--- config.mk ---
export PLATFORM = sky130hd
export DESIGN_NAME = fault_power_cycle_sequencer
export DESIGN_NICKNAME = d
export VERILOG_FILES = /design/src/rtl/pcyc_pkg.sv /design/src/rtl/fault_power_cycle_sequencer.sv
export SDC_FILE = /design/constraint.sdc
export NUM_CORES = 1
export LEC_CHECK = 0
export BUFFER_PORTS_ARGS = -buffer_cell sky130_fd_sc_hd__buf_2
export CAP_MARGIN = 20
export CORE_ASPECT_RATIO = 0.5
export CORE_MARGIN = 8
export CORE_UTILIZATION = 30
export DETAILED_ROUTE_END_ITERATION = 7
export GPL_TIMING_DRIVEN = 0
export SLEW_MARGIN = 10
export SYNTH_ARGS = -nofsm -noshare
export SYNTH_HDL_FRONTEND = slang
export SYNTH_SLANG_ARGS = --single-unit
export TNS_END_PERCENT = 10
--- constraint.sdc ---
create_clock -name mclk -period 3 [get_ports mclk]
set_clock_uncertainty 0.1 [all_clocks]
set_input_delay 0.3 -clock mclk [delete_from_list [all_inputs] [get_ports mclk]]
set_output_delay 0.3 -clock mclk [all_outputs]
set_load 0.05 [all_outputs]
--- src/rtl/pcyc_pkg.sv ---
// constants, register map and types of the fault power-cycle sequencer
package pcyc_pkg;
   localparam int NR = 12;
   localparam int NG = 8;
   // register byte offsets
   localparam logic [7:0] A_CTRL  = 8'h00;
   localparam logic [7:0] A_DLY   = 8'h04;
   localparam logic [7:0] A_TOFF  = 8'h08;
   localparam logic [7:0] A_TON   = 8'h0C;
   localparam logic [7:0] A_CONT  = 8'h10;
   localparam logic [7:0] A_RSQ   = 8'h14;
   localparam logic [7:0] A_IMM   = 8'h18;
   localparam logic [7:0] A_NOMON = 8'h1C;
   localparam logic [7:0] A_DEP   = 8'h20;
   localparam logic [7:0] A_CMDG  = 8'h24;
   localparam logic [7:0] A_STAT  = 8'h28;
   localparam logic [7:0] A_IRQ   = 8'h2C;
   localparam logic [7:0] A_MASK  = 8'h30;
   localparam logic [1:0] A_FOLHI = 2'h1;
   // field positions
   localparam int CT_ON   = 0;
   localparam int CT_CONT = 1;
   localparam int CT_GO   = 2;
   localparam int CT_ATT  = 4;
   localparam int CT_RTY  = 8;
   localparam int DP_SEL  = 16;
   localparam int IQ_WARN = 0;
   localparam int IQ_DONE = 1;
   localparam int IQ_GIVE = 2;
   localparam int IQ_ABRT = 3;
   // reset values and retry ceiling
   localparam logic [7:0] TOFF_RST = 8'h0A;
   localparam logic [7:0] TON_RST  = 8'h32;
   localparam logic [3:0] RTY_MAX  = 4'hE;
   // timing and bus response codes
   localparam int CLK_HZ = 10_000_000;
   localparam int MS_CYC = CLK_HZ / 1000;
   localparam logic [10:0] STEP_MS   = 11'h005;
   localparam logic [10:0] STABLE_S  = 11'h001;
   localparam logic [10:0] STABLE_MS = 11'(STABLE_S * 11'h3E8);
   localparam logic [1:0] R_OKAY   = 2'h0;
   localparam logic [1:0] R_SLVERR = 2'h2;

   typedef enum logic [2:0] {
      S_IDLE = 3'h0, S_CONT = 3'h1, S_OFF = 3'h3,
      S_DLY = 3'h2, S_ON = 3'h6, S_STB = 3'h7
   } fsm_t;

   typedef struct packed {
      logic        awvalid;
      logic [7:0]  awaddr;
      logic        wvalid;
      logic [31:0] wdata;
      logic [3:0]  wstrb;
      logic        bready;
      logic        arvalid;
      logic [7:0]  araddr;
      logic        rready;
   } axi_req_t;

   typedef struct packed {
      logic        awready;
      logic        wready;
      logic        bvalid;
      logic [1:0]  bresp;
      logic        arready;
      logic        rvalid;
      logic [1:0]  rresp;
      logic [31:0] rdata;
   } axi_rsp_t;

   typedef struct packed {
      fsm_t                fsm;
      logic [NR-1:0]       en, grp, dead, pg1, pg2, of1, of2;
      logic [NG-1:0]       gp1, gp2;
      logic [11:0]         ctrl;
      logic [7:0]          dly, toff, ton, cont;
      logic [NR-1:0]       rsq, imm, nomon, dep, cmdg;
      logic [2:0]          dsel;
      logic [NR-1:0][NR-1:0] fol;
      logic [3:0]          ist, msk;
      logic [13:0]         tick;
      logic [10:0]         ms;
      logic [2:0]          att;
      logic [3:0]          rty;
      logic                rtym, now, warned;
      logic                awok, wok;
      logic [7:0]          awa;
      logic [31:0]         wd;
      logic [3:0]          ws;
      axi_rsp_t            bus;
      logic                irq;
   } st_t;
endpackage

--- src/rtl/fault_power_cycle_sequencer.sv ---
// fault power-cycle sequencer with axi4-lite registers
//
// Added by the designer: the register addresses and the AXI4-Lite interface to the registers.
`timescale 1ns/1ps
module fault_power_cycle_sequencer #(
   parameter int MS_CYC = pcyc_pkg::MS_CYC
) (
   input  wire logic                   mclk,
   input  wire logic                   rst,
   input  wire pcyc_pkg::axi_req_t     axi_req,
   output pcyc_pkg::axi_rsp_t          axi_rsp,
   input  wire logic [pcyc_pkg::NR-1:0] rail_fault,
   input  wire logic [pcyc_pkg::NR-1:0] rail_pgood,
   input  wire logic [pcyc_pkg::NR-1:0] rail_low,
   input  wire logic [pcyc_pkg::NG-1:0] gpi,
   output logic      [pcyc_pkg::NR-1:0] rail_en,
   output logic                        irq
);
   localparam int NR = pcyc_pkg::NR;

   pcyc_pkg::st_t s_r, s_nxt;
   logic [NR-1:0] good, hit, newf;
   logic [10:0]   dly_ms;
   logic [2:0]    att_lim;
   logic [3:0]    rty_lim;
   logic          ms_p;

   // lowest set bit as a one-hot vector
   function automatic logic [NR-1:0] lo1(input logic [NR-1:0] v);
      lo1 = v & (~v + NR'(1));
   endfunction

   // highest set bit as a one-hot vector
   function automatic logic [NR-1:0] hi1(input logic [NR-1:0] v);
      hi1 = '0;
      for (int i = 0; i < NR; i++)
      begin
         if (v[i])
            hi1 = NR'(1) << i;
      end
   endfunction

   // union of the follower sets of every rail in v
   function automatic logic [NR-1:0] folof(input logic [NR-1:0] v,
                                           input logic [NR-1:0][NR-1:0] f);
      folof = '0;
      for (int i = 0; i < NR; i++)
      begin
         if (v[i])
            folof = folof | f[i];
      end
   endfunction

   // follower table decode, shared by reads and writes
   function automatic logic fol_hit(input logic [7:0] a);
      fol_hit = (a[7:6] == pcyc_pkg::A_FOLHI) && (a[5:2] < 4'(NR));
   endfunction

   // byte-lane merge of a write
   function automatic logic [31:0] wmerge(input logic [31:0] o,
                                          input logic [31:0] d,
                                          input logic [3:0]  st);
      for (int b = 0; b < 4; b++)
         o[b*8 +: 8] = st[b] ? d[b*8 +: 8] : o[b*8 +: 8];
      wmerge = o;
   endfunction

   // a rail without monitor counts as good once enabled
   assign good    = s_r.pg2 | (s_r.nomon & s_r.en);
   assign hit     = rail_fault & s_r.rsq & ~s_r.dead;
   assign newf    = hit & ~s_r.grp; // group faults drop out
   assign dly_ms  = 11'(s_r.dly) * pcyc_pkg::STEP_MS;
   assign att_lim = 3'(s_r.ctrl[pcyc_pkg::CT_ATT +: 2]) + 3'h1;
   assign rty_lim = (s_r.ctrl[pcyc_pkg::CT_RTY +: 4] > pcyc_pkg::RTY_MAX) ?
                    pcyc_pkg::RTY_MAX : s_r.ctrl[pcyc_pkg::CT_RTY +: 4];
   assign ms_p    = (s_r.tick == 14'(MS_CYC - 1));

   // whole next state
   always_comb
   begin
      logic [31:0]   rd;
      logic [31:0]   wv;
      logic [3:0]    ev;
      logic [3:0]    clr;
      logic [NR-1:0] c;
      logic          fail;
      rd   = '0;
      wv   = '0;
      ev   = '0;
      clr  = '0;
      c    = '0;
      fail = 1'b0;
      s_nxt = s_r;
      // two-stage synchronisers for the pgood, low and gpi pins
      s_nxt.pg1 = rail_pgood;
      s_nxt.pg2 = s_r.pg1;
      s_nxt.of1 = rail_low;
      s_nxt.of2 = s_r.of1;
      s_nxt.gp1 = gpi;
      s_nxt.gp2 = s_r.gp1;
      s_nxt.tick = ms_p ? '0 : s_r.tick + 14'h1;
      s_nxt.ms = ms_p ? s_r.ms + 11'h1 : s_r.ms;
      s_nxt.ctrl[pcyc_pkg::CT_GO] = 1'b0;

      // write side: address and data taken in either order
      if (axi_req.awvalid && s_r.bus.awready)
      begin
         s_nxt.awok = 1'b1;
         s_nxt.awa = axi_req.awaddr;
      end
      if (axi_req.wvalid && s_r.bus.wready)
      begin
         s_nxt.wok = 1'b1;
         s_nxt.wd = axi_req.wdata;
         s_nxt.ws = axi_req.wstrb;
      end
      if (s_r.bus.bvalid && axi_req.bready)
         s_nxt.bus.bvalid = 1'b0;
      if (s_r.awok && s_r.wok && !s_r.bus.bvalid)
      begin
         s_nxt.awok = 1'b0;
         s_nxt.wok = 1'b0;
         s_nxt.bus.bvalid = 1'b1;
         s_nxt.bus.bresp = pcyc_pkg::R_OKAY;
         case (s_r.awa)
            pcyc_pkg::A_CTRL:
            begin
               wv = wmerge({20'h0, s_r.ctrl}, s_r.wd, s_r.ws);
               s_nxt.ctrl = wv[11:0];
            end
            pcyc_pkg::A_DLY:   s_nxt.dly = s_r.ws[0] ? s_r.wd[7:0] : s_r.dly;
            pcyc_pkg::A_TOFF:  s_nxt.toff = s_r.ws[0] ? s_r.wd[7:0] : s_r.toff;
            pcyc_pkg::A_TON:   s_nxt.ton = s_r.ws[0] ? s_r.wd[7:0] : s_r.ton;
            pcyc_pkg::A_CONT:  s_nxt.cont = s_r.ws[0] ? s_r.wd[7:0] : s_r.cont;
            pcyc_pkg::A_RSQ:
            begin
               wv = wmerge({20'h0, s_r.rsq}, s_r.wd, s_r.ws);
               s_nxt.rsq = wv[11:0];
            end
            pcyc_pkg::A_IMM:
            begin
               wv = wmerge({20'h0, s_r.imm}, s_r.wd, s_r.ws);
               s_nxt.imm = wv[11:0];
            end
            pcyc_pkg::A_NOMON:
            begin
               wv = wmerge({20'h0, s_r.nomon}, s_r.wd, s_r.ws);
               s_nxt.nomon = wv[11:0];
            end
            pcyc_pkg::A_CMDG:
            begin
               wv = wmerge({20'h0, s_r.cmdg}, s_r.wd, s_r.ws);
               s_nxt.cmdg = wv[11:0];
            end
            pcyc_pkg::A_MASK:  s_nxt.msk = s_r.ws[0] ? s_r.wd[3:0] : s_r.msk;
            pcyc_pkg::A_DEP:
            begin
               wv = wmerge({13'h0, s_r.dsel, 4'h0, s_r.dep}, s_r.wd, s_r.ws);
               s_nxt.dep = wv[11:0];
               s_nxt.dsel = wv[pcyc_pkg::DP_SEL +: 3];
            end
            default:
            begin
               if (fol_hit(s_r.awa))
               begin
                  wv = wmerge({20'h0, s_r.fol[s_r.awa[5:2]]}, s_r.wd, s_r.ws);
                  s_nxt.fol[s_r.awa[5:2]] = wv[11:0];
               end
               else
                  s_nxt.bus.bresp = pcyc_pkg::R_SLVERR;
            end
         endcase
      end
      s_nxt.bus.awready = !s_nxt.awok && !s_nxt.bus.bvalid;
      s_nxt.bus.wready = !s_nxt.wok && !s_nxt.bus.bvalid;

      // read side: one read in flight, answer in the next cycle
      if (s_r.bus.rvalid && axi_req.rready)
         s_nxt.bus.rvalid = 1'b0;
      if (axi_req.arvalid && s_r.bus.arready)
      begin
         s_nxt.bus.rvalid = 1'b1;
         s_nxt.bus.rresp = pcyc_pkg::R_OKAY;
         case (axi_req.araddr)
            pcyc_pkg::A_CTRL:  rd = {20'h0, s_r.ctrl};
            pcyc_pkg::A_DLY:   rd = {24'h0, s_r.dly};
            pcyc_pkg::A_TOFF:  rd = {24'h0, s_r.toff};
            pcyc_pkg::A_TON:   rd = {24'h0, s_r.ton};
            pcyc_pkg::A_CONT:  rd = {24'h0, s_r.cont};
            pcyc_pkg::A_RSQ:   rd = {20'h0, s_r.rsq};
            pcyc_pkg::A_IMM:   rd = {20'h0, s_r.imm};
            pcyc_pkg::A_NOMON: rd = {20'h0, s_r.nomon};
            pcyc_pkg::A_DEP:   rd = {13'h0, s_r.dsel, 4'h0, s_r.dep};
            pcyc_pkg::A_CMDG:  rd = {20'h0, s_r.cmdg};
            pcyc_pkg::A_STAT:  rd = {4'h0, s_r.grp, 3'h0, s_r.rtym, s_r.rty,
                                     s_r.warned, s_r.att, 1'b0, s_r.fsm};
            pcyc_pkg::A_IRQ:
            begin
               rd = {28'h0, s_r.ist};
               clr = 4'hF; // read clears, a same-cycle event survives
            end
            pcyc_pkg::A_MASK:  rd = {28'h0, s_r.msk};
            default:
            begin
               if (fol_hit(axi_req.araddr))
                  rd = {20'h0, s_r.fol[axi_req.araddr[5:2]]};
               else
                  s_nxt.bus.rresp = pcyc_pkg::R_SLVERR;
            end
         endcase
         s_nxt.bus.rdata = rd;
      end
      s_nxt.bus.arready = !s_nxt.bus.rvalid;

      // power-cycle sequencing
      case (s_r.fsm)
         pcyc_pkg::S_IDLE:
         begin
            s_nxt.en = s_r.ctrl[pcyc_pkg::CT_ON] ? ~s_r.dead : '0;
            if (!s_r.ctrl[pcyc_pkg::CT_ON])
               s_nxt.dead = '0;
            s_nxt.ms = '0;
            s_nxt.warned = 1'b0;
            if (s_r.ctrl[pcyc_pkg::CT_ON] && |hit)
            begin
               c = lo1(hit);
               s_nxt.now = |(c & s_r.imm);
               s_nxt.fsm = pcyc_pkg::S_CONT;
               if (s_r.rty < rty_lim)
               begin
                  s_nxt.rtym = 1'b1; // faulted rail alone first
                  s_nxt.grp = c;
                  s_nxt.rty = s_r.rty + 4'h1;
               end
               else
               begin
                  s_nxt.rtym = 1'b0;
                  s_nxt.grp = c | folof(c, s_r.fol);
               end
            end
            else if (s_r.ctrl[pcyc_pkg::CT_GO] && s_r.ctrl[pcyc_pkg::CT_ON])
            begin
               s_nxt.grp = s_r.cmdg; // host-ordered cycle
               s_nxt.rtym = 1'b0;
               s_nxt.now = 1'b1;
               s_nxt.fsm = pcyc_pkg::S_CONT;
            end
         end
         pcyc_pkg::S_CONT:
         begin
            // keep running for the continue time unless immediate
            if (s_r.now || s_r.ms >= 11'(s_r.cont))
            begin
               s_nxt.fsm = pcyc_pkg::S_OFF;
               s_nxt.ms = '0;
            end
         end
         pcyc_pkg::S_OFF:
         begin
            // one rail per ms, highest first: soft shutdown
            if (ms_p && |(s_r.en & s_r.grp))
               s_nxt.en = s_r.en & ~hi1(s_r.en & s_r.grp);
            // off means enable low and below the 12.5% comparator
            if (!(|(s_r.en & s_r.grp)) && ((s_r.of2 & s_r.grp) == s_r.grp))
            begin
               s_nxt.fsm = pcyc_pkg::S_DLY;
               s_nxt.ms = '0;
            end
            else if (!s_r.warned && s_r.ms >= 11'(s_r.toff))
            begin
               s_nxt.warned = 1'b1;
               ev[pcyc_pkg::IQ_WARN] = 1'b1;
               if (!s_r.ctrl[pcyc_pkg::CT_CONT])
               begin
                  s_nxt.fsm = pcyc_pkg::S_IDLE; // abandon
                  s_nxt.dead = s_r.dead | s_r.grp;
                  s_nxt.grp = '0;
                  ev[pcyc_pkg::IQ_ABRT] = 1'b1;
               end
            end
         end
         pcyc_pkg::S_DLY:
         begin
            if (s_r.ms >= dly_ms)
            begin
               s_nxt.fsm = pcyc_pkg::S_ON;
               s_nxt.ms = '0;
            end
         end
         pcyc_pkg::S_ON:
         begin
            // lowest rail first, after earlier rails are good
            c = lo1(s_r.grp & ~s_r.en);
            if (ms_p && |c && !(|(s_r.en & s_r.grp & ~good)) &&
                (!(|(c & s_r.dep)) || s_r.gp2[s_r.dsel])) // pin gate
               s_nxt.en = s_r.en | c;
            if (!(|(s_r.grp & ~s_r.en)) && !(|(s_r.grp & ~good)))
            begin
               s_nxt.fsm = pcyc_pkg::S_STB;
               s_nxt.ms = '0;
            end
            else if (s_r.ms >= 11'(s_r.ton))
               fail = 1'b1;
         end
         pcyc_pkg::S_STB:
         begin
            if (|(s_r.grp & ~good))
               fail = 1'b1;
            else if (s_r.ms >= pcyc_pkg::STABLE_MS)
            begin
               s_nxt.att = '0; // one steady second clears it
               s_nxt.rty = '0;
               s_nxt.grp = '0;
               s_nxt.fsm = pcyc_pkg::S_IDLE;
               ev[pcyc_pkg::IQ_DONE] = 1'b1;
            end
         end
         default: s_nxt.fsm = pcyc_pkg::S_IDLE;
      endcase

      // failed to regulate: retry, widen, repeat or give up
      if (fail)
      begin
         s_nxt.fsm = pcyc_pkg::S_OFF;
         s_nxt.ms = '0;
         s_nxt.warned = 1'b0;
         if (s_r.rtym && s_r.rty < rty_lim)
            s_nxt.rty = s_r.rty + 4'h1;
         else if (s_r.rtym)
         begin
            s_nxt.rtym = 1'b0; // retries spent, cycle the group
            s_nxt.grp = s_r.grp | folof(s_r.grp, s_r.fol);
         end
         else if (s_r.att + 3'h1 >= att_lim)
         begin
            s_nxt.fsm = pcyc_pkg::S_IDLE;
            s_nxt.dead = s_r.dead | s_r.grp;
            s_nxt.grp = '0;
            s_nxt.att = '0;
            ev[pcyc_pkg::IQ_GIVE] = 1'b1;
         end
         else
            s_nxt.att = s_r.att + 3'h1;
      end

      // another group joins: union, shared counter and wait
      if (s_r.fsm != pcyc_pkg::S_IDLE && s_nxt.fsm != pcyc_pkg::S_IDLE && |newf)
      begin
         s_nxt.grp = s_nxt.grp | newf | folof(s_nxt.grp | newf, s_r.fol);
         s_nxt.rtym = 1'b0; // remaining attempts only
         if (s_r.fsm == pcyc_pkg::S_DLY || s_r.fsm == pcyc_pkg::S_ON ||
             s_r.fsm == pcyc_pkg::S_STB)
         begin
            s_nxt.fsm = pcyc_pkg::S_OFF; // all off before any on
            s_nxt.ms = '0;
            s_nxt.warned = 1'b0;
         end
      end

      s_nxt.ist = (s_r.ist & ~clr) | ev;
      s_nxt.irq = |(s_nxt.ist & s_nxt.msk);
   end

   // state register
   always_ff @(posedge mclk)
   begin
      if (rst)
      begin
         s_r <= '0;
         s_r.toff <= pcyc_pkg::TOFF_RST;
         s_r.ton <= pcyc_pkg::TON_RST;
      end
      else
         s_r <= s_nxt;
   end

   assign axi_rsp = s_r.bus;
   assign rail_en = s_r.en;
   assign irq     = s_r.irq;
endmodule

# After elaboration in Yosys (flattened, before gate mapping)
# Index checks and enable logic that the tools add are counted.
dict set report totals {
  regBits 471
  inputBits 103
  out_inout_bits 54
  elab_cells 518
}
dict set report op_classes {
  n_reduce_logical 81
  n_bitwise 68
  eq_ne 33
  magnitude_cmp 14
  add_sub_neg 7
  mul 1
  n_mux 251
}
# operator n
set ops {}
lappend ops {{$mux 12} 149}
lappend ops {{$or 12x12->12} 40}
lappend ops {{$pmux 28 s13} 1}
lappend ops {{$and 12x12->12} 14}
lappend ops {{$bwmux 144} 1}
lappend ops {{$mux 24} 6}
lappend ops {{$reduce_or 12->1} 9}
lappend ops {{$bmux 12 s4} 2}
lappend ops {{$not 12->12} 7}
lappend ops {{$mux 11} 7}
lappend ops {{$pmux 12 s3} 2}
lappend ops {{$eq 8x5->1 const B} 8}
lappend ops {{$eq 8x6->1 const B} 8}
lappend ops {{$reduce_and 3->1} 19}
lappend ops {{$pmux 11 s5} 1}
lappend ops {{$mux 3} 18}
lappend ops {{$demux 12 s4} 1}
lappend ops {{$mux 4} 10}
lappend ops {{$mux 35} 1}
lappend ops {{$ge 11x8->1} 3}
lappend ops {{$eq 8x4->1 const B} 4}
lappend ops {{$mux 1} 31}
lappend ops {{$add 12x1->12 const B} 2}
lappend ops {{$logic_and 1x1->1} 24}
lappend ops {{other kinds (48)} 87}

# Longest topological paths before layout
# Gate-level depths: netlist (run 1).
dict set report logic_depth {
  ltp_word 110
  depth_mapped 18
  mapped_depth_nobuf 18
}

# Least setup slack after synthesis (run 1)
# No wires, ideal clock.
dict set report synth_path {
  kind {flip-flop to flip-flop}
  startpoint {reg s_r[365] (netlist bit)}
  endpoint {reg s_r[99] (netlist bit)}
  t_required_ns 2.836
  arrival_time_ns 3.127
  synth_period_minus_slack_ns 3.291
  path_stages_with_launch 19
  setup_ns 0.064
  slack_ns -0.291
  path_buffers 1
  path_cell_list {dfxtp_1 -> ha_1 -> ha_1 -> inv_1 -> fa_1 -> inv_1 -> a21oi_1 -> o21bai_1 -> a21o_1 -> a21oi_1 -> xor2_1 -> ha_1 -> nand4_1 -> o31ai_1 -> a211oi_1 -> o21ai_0 -> a211o_1 -> buf_2 -> nor2_1}
}
dict set report synth_via {
  elab_chain_len 9
  word_cells_on_any_way 13
  classes_between {1 x mul; 1 x order compare; 8 x mux; 3 x reduce/logical}
}
# element line
set synth_rtl {}
lappend synth_rtl {{from (decl)} fault_power_cycle_sequencer.sv:21} ;# pcyc_pkg::st_t s_r, s_nxt;
lappend synth_rtl {{from (signal assigned)} fault_power_cycle_sequencer.sv:374} ;# s_r <= s_nxt;
lappend synth_rtl {{$mul 8x3->11 *} fault_power_cycle_sequencer.sv:72} ;# assign dly_ms = 11'(s_r.dly) * pcyc_pkg::STEP_MS;
lappend synth_rtl {{$ge 11x11->1 *} fault_power_cycle_sequencer.sv:284} ;# if (s_r.ms >= dly_ms)
lappend synth_rtl {{$mux 3} fault_power_cycle_sequencer.sv:284}
lappend synth_rtl {{$pmux 3 s6} fault_power_cycle_sequencer.sv:216} ;# case (s_r.fsm)
lappend synth_rtl {{$mux 3} fault_power_cycle_sequencer.sv:322} ;# if (fail)
lappend synth_rtl {{$reduce_bool 3->1} fault_power_cycle_sequencer.sv:347} ;# if (s_r.fsm != pcyc_pkg::S_IDLE && s_nxt.fsm != pcyc_pkg::S_IDLE && |newf)
lappend synth_rtl {{$logic_and 1x1->1 (2 in a row)} fault_power_cycle_sequencer.sv:347}
lappend synth_rtl {{$mux 11 *} fault_power_cycle_sequencer.sv:347}
# Mark *: on every way between the ends. The rest lies on a longest branch, timed or not.
# A chain may end at the register's enable or synchronous reset.

# Worst setup path after layout (run 1)
dict set report layout_path {
  startpoint {reg s_r[448] (netlist bit)}
  endpoint {reg s_r[460] (netlist bit)}
}
dict set report layout_via {
  elab_chain_len 100
  word_cells_on_any_way 110
  classes_between {1 x add/sub; 75 x mux; 28 x bitwise; 6 x reduce/logical}
}
# element line
set layout_rtl {}
lappend layout_rtl {{$not 12->12 *} fault_power_cycle_sequencer.sv:70} ;# assign hit = rail_fault & s_r.rsq & ~s_r.dead;
lappend layout_rtl {{$and 12x12->12 *} fault_power_cycle_sequencer.sv:70}
lappend layout_rtl {{$not 12->12} fault_power_cycle_sequencer.sv:30} ;# lo1 = v & (~v + NR'(1));
lappend layout_rtl {{$add 12x1->12} fault_power_cycle_sequencer.sv:30}
lappend layout_rtl {{$and 12x12->12} fault_power_cycle_sequencer.sv:30}
lappend layout_rtl {{$mux 12} fault_power_cycle_sequencer.sv:49} ;# if (v[i])
lappend layout_rtl {{$mux 12} fault_power_cycle_sequencer.sv:229} ;# if (s_r.rty < rty_lim)
lappend layout_rtl {{$mux 12} fault_power_cycle_sequencer.sv:224} ;# if (s_r.ctrl[pcyc_pkg::CT_ON] && |hit)
lappend layout_rtl {{[... 84 more ...]} --}
lappend layout_rtl {{$or 12x12->12} fault_power_cycle_sequencer.sv:50} ;# folof = folof | f[i];
lappend layout_rtl {{$mux 12} fault_power_cycle_sequencer.sv:49}
lappend layout_rtl {{$mux 12} fault_power_cycle_sequencer.sv:347}
lappend layout_rtl {{$or 12x12->12} fault_power_cycle_sequencer.sv:50}
lappend layout_rtl {{$mux 12} fault_power_cycle_sequencer.sv:49}
lappend layout_rtl {{$mux 12} fault_power_cycle_sequencer.sv:347}
lappend layout_rtl {{$or 12x12->12} fault_power_cycle_sequencer.sv:349} ;# s_nxt.grp = s_nxt.grp | newf | folof(s_nxt.grp | newf, s_r.fol);
lappend layout_rtl {{$mux 12 *} fault_power_cycle_sequencer.sv:347}
# Mark *: on every way between the ends. The rest lies on a longest branch, timed or not. The select of a mux whose other input is x is not followed.

==> results.cfg, run 1 <==
[timing]
slew_headroom_pct = 15.6
fin_crit_sh_pct = 127
fin_crit_ns = 3.80
setup_tns_ns = -15.98
slew_viol_final = 0
tightest_slew_ns = 1.27
setup_viol = 39
hold_violations = 0
max_freq_mhz = 263
setup_slack_ns = -0.799
rsz0062_at_grt = true

[die]
initial_core_util_pct = 30.2
die_area_um2 = 102000
core.rowCount = 78
chipHeight_um = 230
core_um2 = 90600
dieWidth_um = 443
io_pins = 157

[critical_path]
cp.arrival_ns = 4.17
startpoint_type = flop
worstSetupEndpointType = flop
cp.required_ns = 3.37
worstSetupPathType = reg2reg
crit_path_max_fanout = 6

[place]
post-dp-hpwl_um = 128000
place_congestion = 1.06
numPortBuffers = 127

[yosys]
synth.most_common_cell = dfxtp_1
synth_compound_area_share_pct = 21.3
yosys.area_share.adder_pct = 2.77
ys.flop_type = dfxtp_1
yosys_warnings = 0
netlist_top_cells_area = dfxtp_1 (33%), mux2i_1 (9.4%), mux4_2 (6.1%)
synth_xor_area_share_pct = 0.863
synth_edf_count = 0
synth_top_cell_by_area = dfxtp_1
netlist.area_leader.share_pct = 33.5
synth.distinct_cells = 98
synth_top_family_by_area = compound AO/OA/AOI/OAI gates
yosys-top-cells-count = dfxtp_1 (458), nor2_1 (408), mux2i_1 (257)
synthMuxAreaShare_pct = 16.1
syn_area_um2 = 27400
synthCells = 3194
seq_area_frac_synth_pct = 33.5
async_reset_ff_share_pct = 0
synthSimpleGateAreaFrac_pct = 19.6
avgSynthCellArea_um2 = 8.58
synth-seq-cells = 458

[route]
first_pass_iters = 8
drt_iter0_markers = 5279
postRouteAntennaNets = 0
wl_um = 181000
via_count = 31806
wire_per_inst_um = 37.3
viasPerCell = 6.55
drc_errors = 1

[clock_network]
cts_buffers = 45
ctsLongestPathBuffers = 3
cts_root_buffer = clkbuf_16
cts_sinks = 458
clock_latency_ns = 0.64
cts_tree = done
cts_max_level = 2
clk_pin_slew_ns = 0.08

[global_route]
grt_overflow = 0
grt_pass1_vias = 29345
grt_max_degree = 16
antenna_found_initial = 11
track_usage_pct = 33.3
grt_pass1_wl_um = 242000

[layout]
drive_gt1_share_pct = 26.5
fin_nets = 3775
fin_util_pct = 39.3
area_growth_pct = 29.9
final.fill_count = 9105

[run_status]
status = finished, violations left
violations = design-rule violations, negative setup slack

[min_path]
min_path_type = in2reg

[run]
maxCapViolations = 0

[power]
leakagePower_uw = 0.0133
p_per_area_nw_per_um2 = 372
vdd.ir_drop.worst_mv = 0.375
[report_power, final]
group	total (µW)	internal, µW	switching [µW]
registers	6200	6130	74.5
clock network	6160	3390	2770
logic	874	288	586
[layer usage]
metal	track usage (%)	up-vias	routed length [µm]	part of all wire [%]
met2	45.3	2653	70100	39
met3	14.2	495	26900	15
li1	-	12731	-	-
met1	44.0	15925	72600	40
met5	0	-	12	0.0066
met4	18.1	2	11800	6.5
[sequential cells by signal, indices dropped and copies added (netlist names)]
register and flops:
axi_rsp 32, irq 1, rail_en 12, s_nxt 32
s_r 381
[layout make-up]
| type | instances | area, µm² | share of cell area, % |
|---|---|---|---|
| tap | 1200 | 1500 | 4.22 |
| sequential | 458 | 9350 | 26.3 |
| clock buffer | 60 | 1240 | 3.49 |
| timing repair buffer | 375 | 2920 | 8.22 |
| clock inverter | 19 | 297 | 0.834 |
| multi-input combinational | 2382 | 18200 | 51.3 |
| antenna | 15 | 37.5 | 0.106 |
| inverter | 89 | 362 | 1.02 |
| buffer | 261 | 1620 | 4.56 |
[logic make-up (layout without fill, tap and decap cells)]
family          Yosys count  in the layout
other cells               1             24
mux                     346            346
flops                   458            458
buf+inv                 363            804
xor+xnor                 27             27
fa+ha+maj                60             60
compound gates          819            819
simple gates           1120           1121
[cells in the final DEF (no fill, tap or decap), types with 35 or more instances in the layout]
master and instances:
a21oi_1 174, inv_1 78, nand2_1 245, clkbuf_16 46, a22o_1 39, buf_4 203
dlygate4sd3_1 60, dfxtp_2 40, buf_6 52, nand4_1 35, nand3_1 79, clkbuf_1 118
nor2_1 371, nor3_1 39, a22oi_1 154, o22ai_1 42, mux4_2 74, a221oi_1 48
o21ai_0 73, dfxtp_4 35, nor2b_1 84, ha_1 48, dfxtp_1 383, buf_2 136
mux2i_1 257
[final timing paths]
check / from / endpoint / slack [ns] / cells after the start
min: axi_req[56] / s_r[80] / 0.05 / 4
min reg2reg: s_nxt[423] / s_r[423] / 0.34 / 1
max reg2reg: s_r[448] / s_r[460] / -0.80 / 13
max: s_r[448] / s_r[460] / -0.80 / 13
[worst max-delay path, cell delays in order (launching register included)]
cell,delay [ns]
dfxtp_4,0.40
nand3b_1,0.21
buf_4,0.16
nand4_1,0.12
buf_6,0.17
or4_4,0.61
o221ai_2,0.30
a221oi_4,0.09
a22oi_2,0.32
nor2_4,0.11
buf_4,0.17
a222oi_1,0.27
nand3_1,0.18
o31a_1,0.43
[metrics by stage]
stage          area [µm²]  total power (µW)  cells  worst slack, ns  hold slack (ns)
2_1_floorplan       27500              6790   3202          -0.0900            0.313
3_3_place_gp        29600              7120   4529            -2.54            0.324
3_5_place_dp        29700              7130   4538            -2.52            0.324
4_1_cts             34600             13200   4803           -0.595           0.0367
5_1_grt             35500             13500   4845           -0.764           0.0966
6_report            35600             13200   4859           -0.799           0.0543
[timing repair]
item / CTS / global route
hold endpoints to repair: 63 / 0
resized for setup: 484 / 189
setup buffers: 135 / 45
pin swaps: 105 / 80
endpoints found under the setup margin: 254 / 263
gates cloned: 3 / 0
hold buffers: 60 / 0
(Power assumes the default switching activity.)
==> run 2: changes to the inputs <==
==> constraint.sdc (replaced) <==
create_clock -name mclk -period 3 [get_ports mclk]
set_clock_uncertainty 0.1 [all_clocks]
set_input_delay 0.45 -clock mclk [delete_from_list [all_inputs] [get_ports mclk]]
set_output_delay 0.45 -clock mclk [all_outputs]
set_load 0.05 [all_outputs]
==> run 2 against run 1 <==
Net effect: critical path depth stayed put; combinational power rose by 2.4%; sequential share of layout area about the same; highest routed layer unchanged; the run still ends with design-rule violations, negative setup slack left; largest cell class unchanged.
==> results.cfg, run 2 (same netlist as run 1, synthesis figures left out) <==
[run_status]
status = finished, violations left
violations = design-rule violations, negative setup slack

[place]
post-dp-hpwl_um = 127000
dp.cells = 4546
numPortBuffers = 127
place_congestion = 1.04
placed_area_um2 = 29900

[timing]
max_freq_mhz = 263
slew_headroom_pct = 14.6
tightest_slew_ns = 1.28
setup_viol = 56
fin_crit_ns = 3.80
rsz0062_at_grt = true
fin_crit_sh_pct = 127
slew_viol_final = 0
hold_violations = 0
setup_slack_ns = -0.804

[critical_path]
worstSetupPathType = reg2reg
crit-reg2reg-launch = s_r[102]
regToRegSetupSlack_ns = -0.80
worstSetupEndpointType = flop
rr_endpoint = s_r[466]
cp.arrival_ns = 4.18
rr_worst_depth = 13
cp.required_ns = 3.38
startpoint_type = flop
crit_path_max_fanout = 8

[global_route]
grt_max_degree = 17
grt_pass1_vias = 29315
track_usage_pct = 30.9
grt_pass1_wl_um = 228000
grt_overflow = 0
antenna_found_initial = 13

[die]
core_um2 = 90600
die_area_um2 = 102000
dieWidth_um = 443
io_pins = 157
core.rowCount = 78
initial_core_util_pct = 30.2
chipHeight_um = 230

[layout]
largest_register_ffs = 381
drive_gt1_share_pct = 25.3
final.fill_count = 9180
stdcell_area_um2 = 35500
fin_nets = 3786
final_cell_mix = dfxtp_1 (389), nor2_1 (388), mux2i_1 (257), nand2_1 (243), buf_4 (217)
layout_commonest_cell = dfxtp_1
area_growth_pct = 29.5
stdcell_count = 4864
regMostFlops = s_r

[clock_network]
clk_pin_slew_ns = 0.09
cts_root_buffer = clkbuf_16
cts_max_level = 2
ctsLongestPathBuffers = 3
cts_sinks = 458
cts_tree = done
clock_latency_ns = 0.64
cts_buffers = 47

[route]
via_count = 30783
first_pass_iters = 8
viasPerCell = 6.33
wl_um = 168000
drt_iter0_markers = 4810
wire_per_inst_um = 34.4
drc_errors = 2
postRouteAntennaNets = 0

[min_path]
hold_depth = 4
min_path_type = in2reg
worstHoldEndpoint = axi_rsp[38]
min_from = axi_req[10]

[power]
leakagePower_uw = 0.0134
vdd.ir_drop.worst_mv = 0.391
p_per_area_nw_per_um2 = 387

[run]
maxCapViolations = 0
## run 2: cell types whose count changed in the layout (fill, tap and decap cells not counted), moves of 8 or more
cell     delta
ha_1        +8
diode_2    -12
buf_4      +14
nor2_1     +17
nor2_2     -13
buf_6      -13
## run 2: worst max path at each step
stage                   from  slack (ns)  cells after the start  endpoint
3_3_place_gp   rail_fault[2]       -2.68                     11  s_r[466]
6_report            s_r[102]       -0.80                     13  s_r[466]
5_1_grt           rail_en[9]       -0.88                     12  s_r[466]
4_1_cts             s_r[466]       -0.72                     15  s_r[460]
2_1_floorplan       s_r[365]       -0.09                     18   s_r[99]
3_5_place_dp        s_r[464]       -2.49                     10  s_r[460]
## run 2: report_power, final
part           internal (µW)  switching [µW]  leakage [µW]
Sequential              6130            77.3       0.00375
Clock                   3730            2900      0.000806
Combinational            292             603       0.00887
Total                  10200            3580        0.0134
## run 2: metal layers
layer  track usage [%]  share of wire [%]  vias to the layer above
met3              12.6                 14                      571
met4              14.6                5.7                       12
met2              44.6                 40                     2274
met5              1.01               0.13                        -
li1                  -                  -                    12726
met1              39.8                 40                    15200
## run 2: layout make-up
cell class	count	area (µm²)	area share, %
inverter	89	362	1.02
sequential	458	9340	26.3
clock buffer	59	1260	3.56
timing repair buffer	385	3050	8.59
clock inverter	28	427	1.20
tap	1200	1500	4.23
buffer	260	1610	4.53
multi-input combinational	2382	17900	50.5
antenna	3	7.51	0.0212
## run 2: through the flow
stage                     total power (µW)  setup WS, ns  setup TNS (ns)  hold WS (ns)  utilization, %
after CTS                            13700        -0.721          -29.48        0.0139            38.3
after floorplan                       6790       -0.0900           -1.50         0.313               -
after global routing                 14000        -0.877          -25.37        0.0551            39.2
after detailed placement              7180         -2.49         -217.73         0.329            33.0
final                                13700        -0.804          -17.43        0.0315            39.2
after global placement                7150         -2.68         -387.32         0.326            32.7
## run 2: what timing repair did
item / 4_1_cts / 5_1_grt
hold endpoints to repair: 60 / 0
pin swaps: 79 / 46
endpoints found under the setup margin: 269 / 229
setup buffers: 143 / 39
hold buffers: 59 / 0
gates cloned: 1 / 0
resized for setup: 436 / 180
## run 2: critical path: stages, from the launching register on
cell,delay [ns]
dfxtp_2,0.46
ha_1,0.29
o21ai_0,0.22
nor2_1,0.08
a21oi_2,0.31
nor3_4,0.12
buf_4,0.17
a2111oi_4,0.50
o21a_4,0.28
or2_1,0.16
buf_8,0.17
a2111oi_4,0.06
and4_1,0.27
a311oi_4,0.46
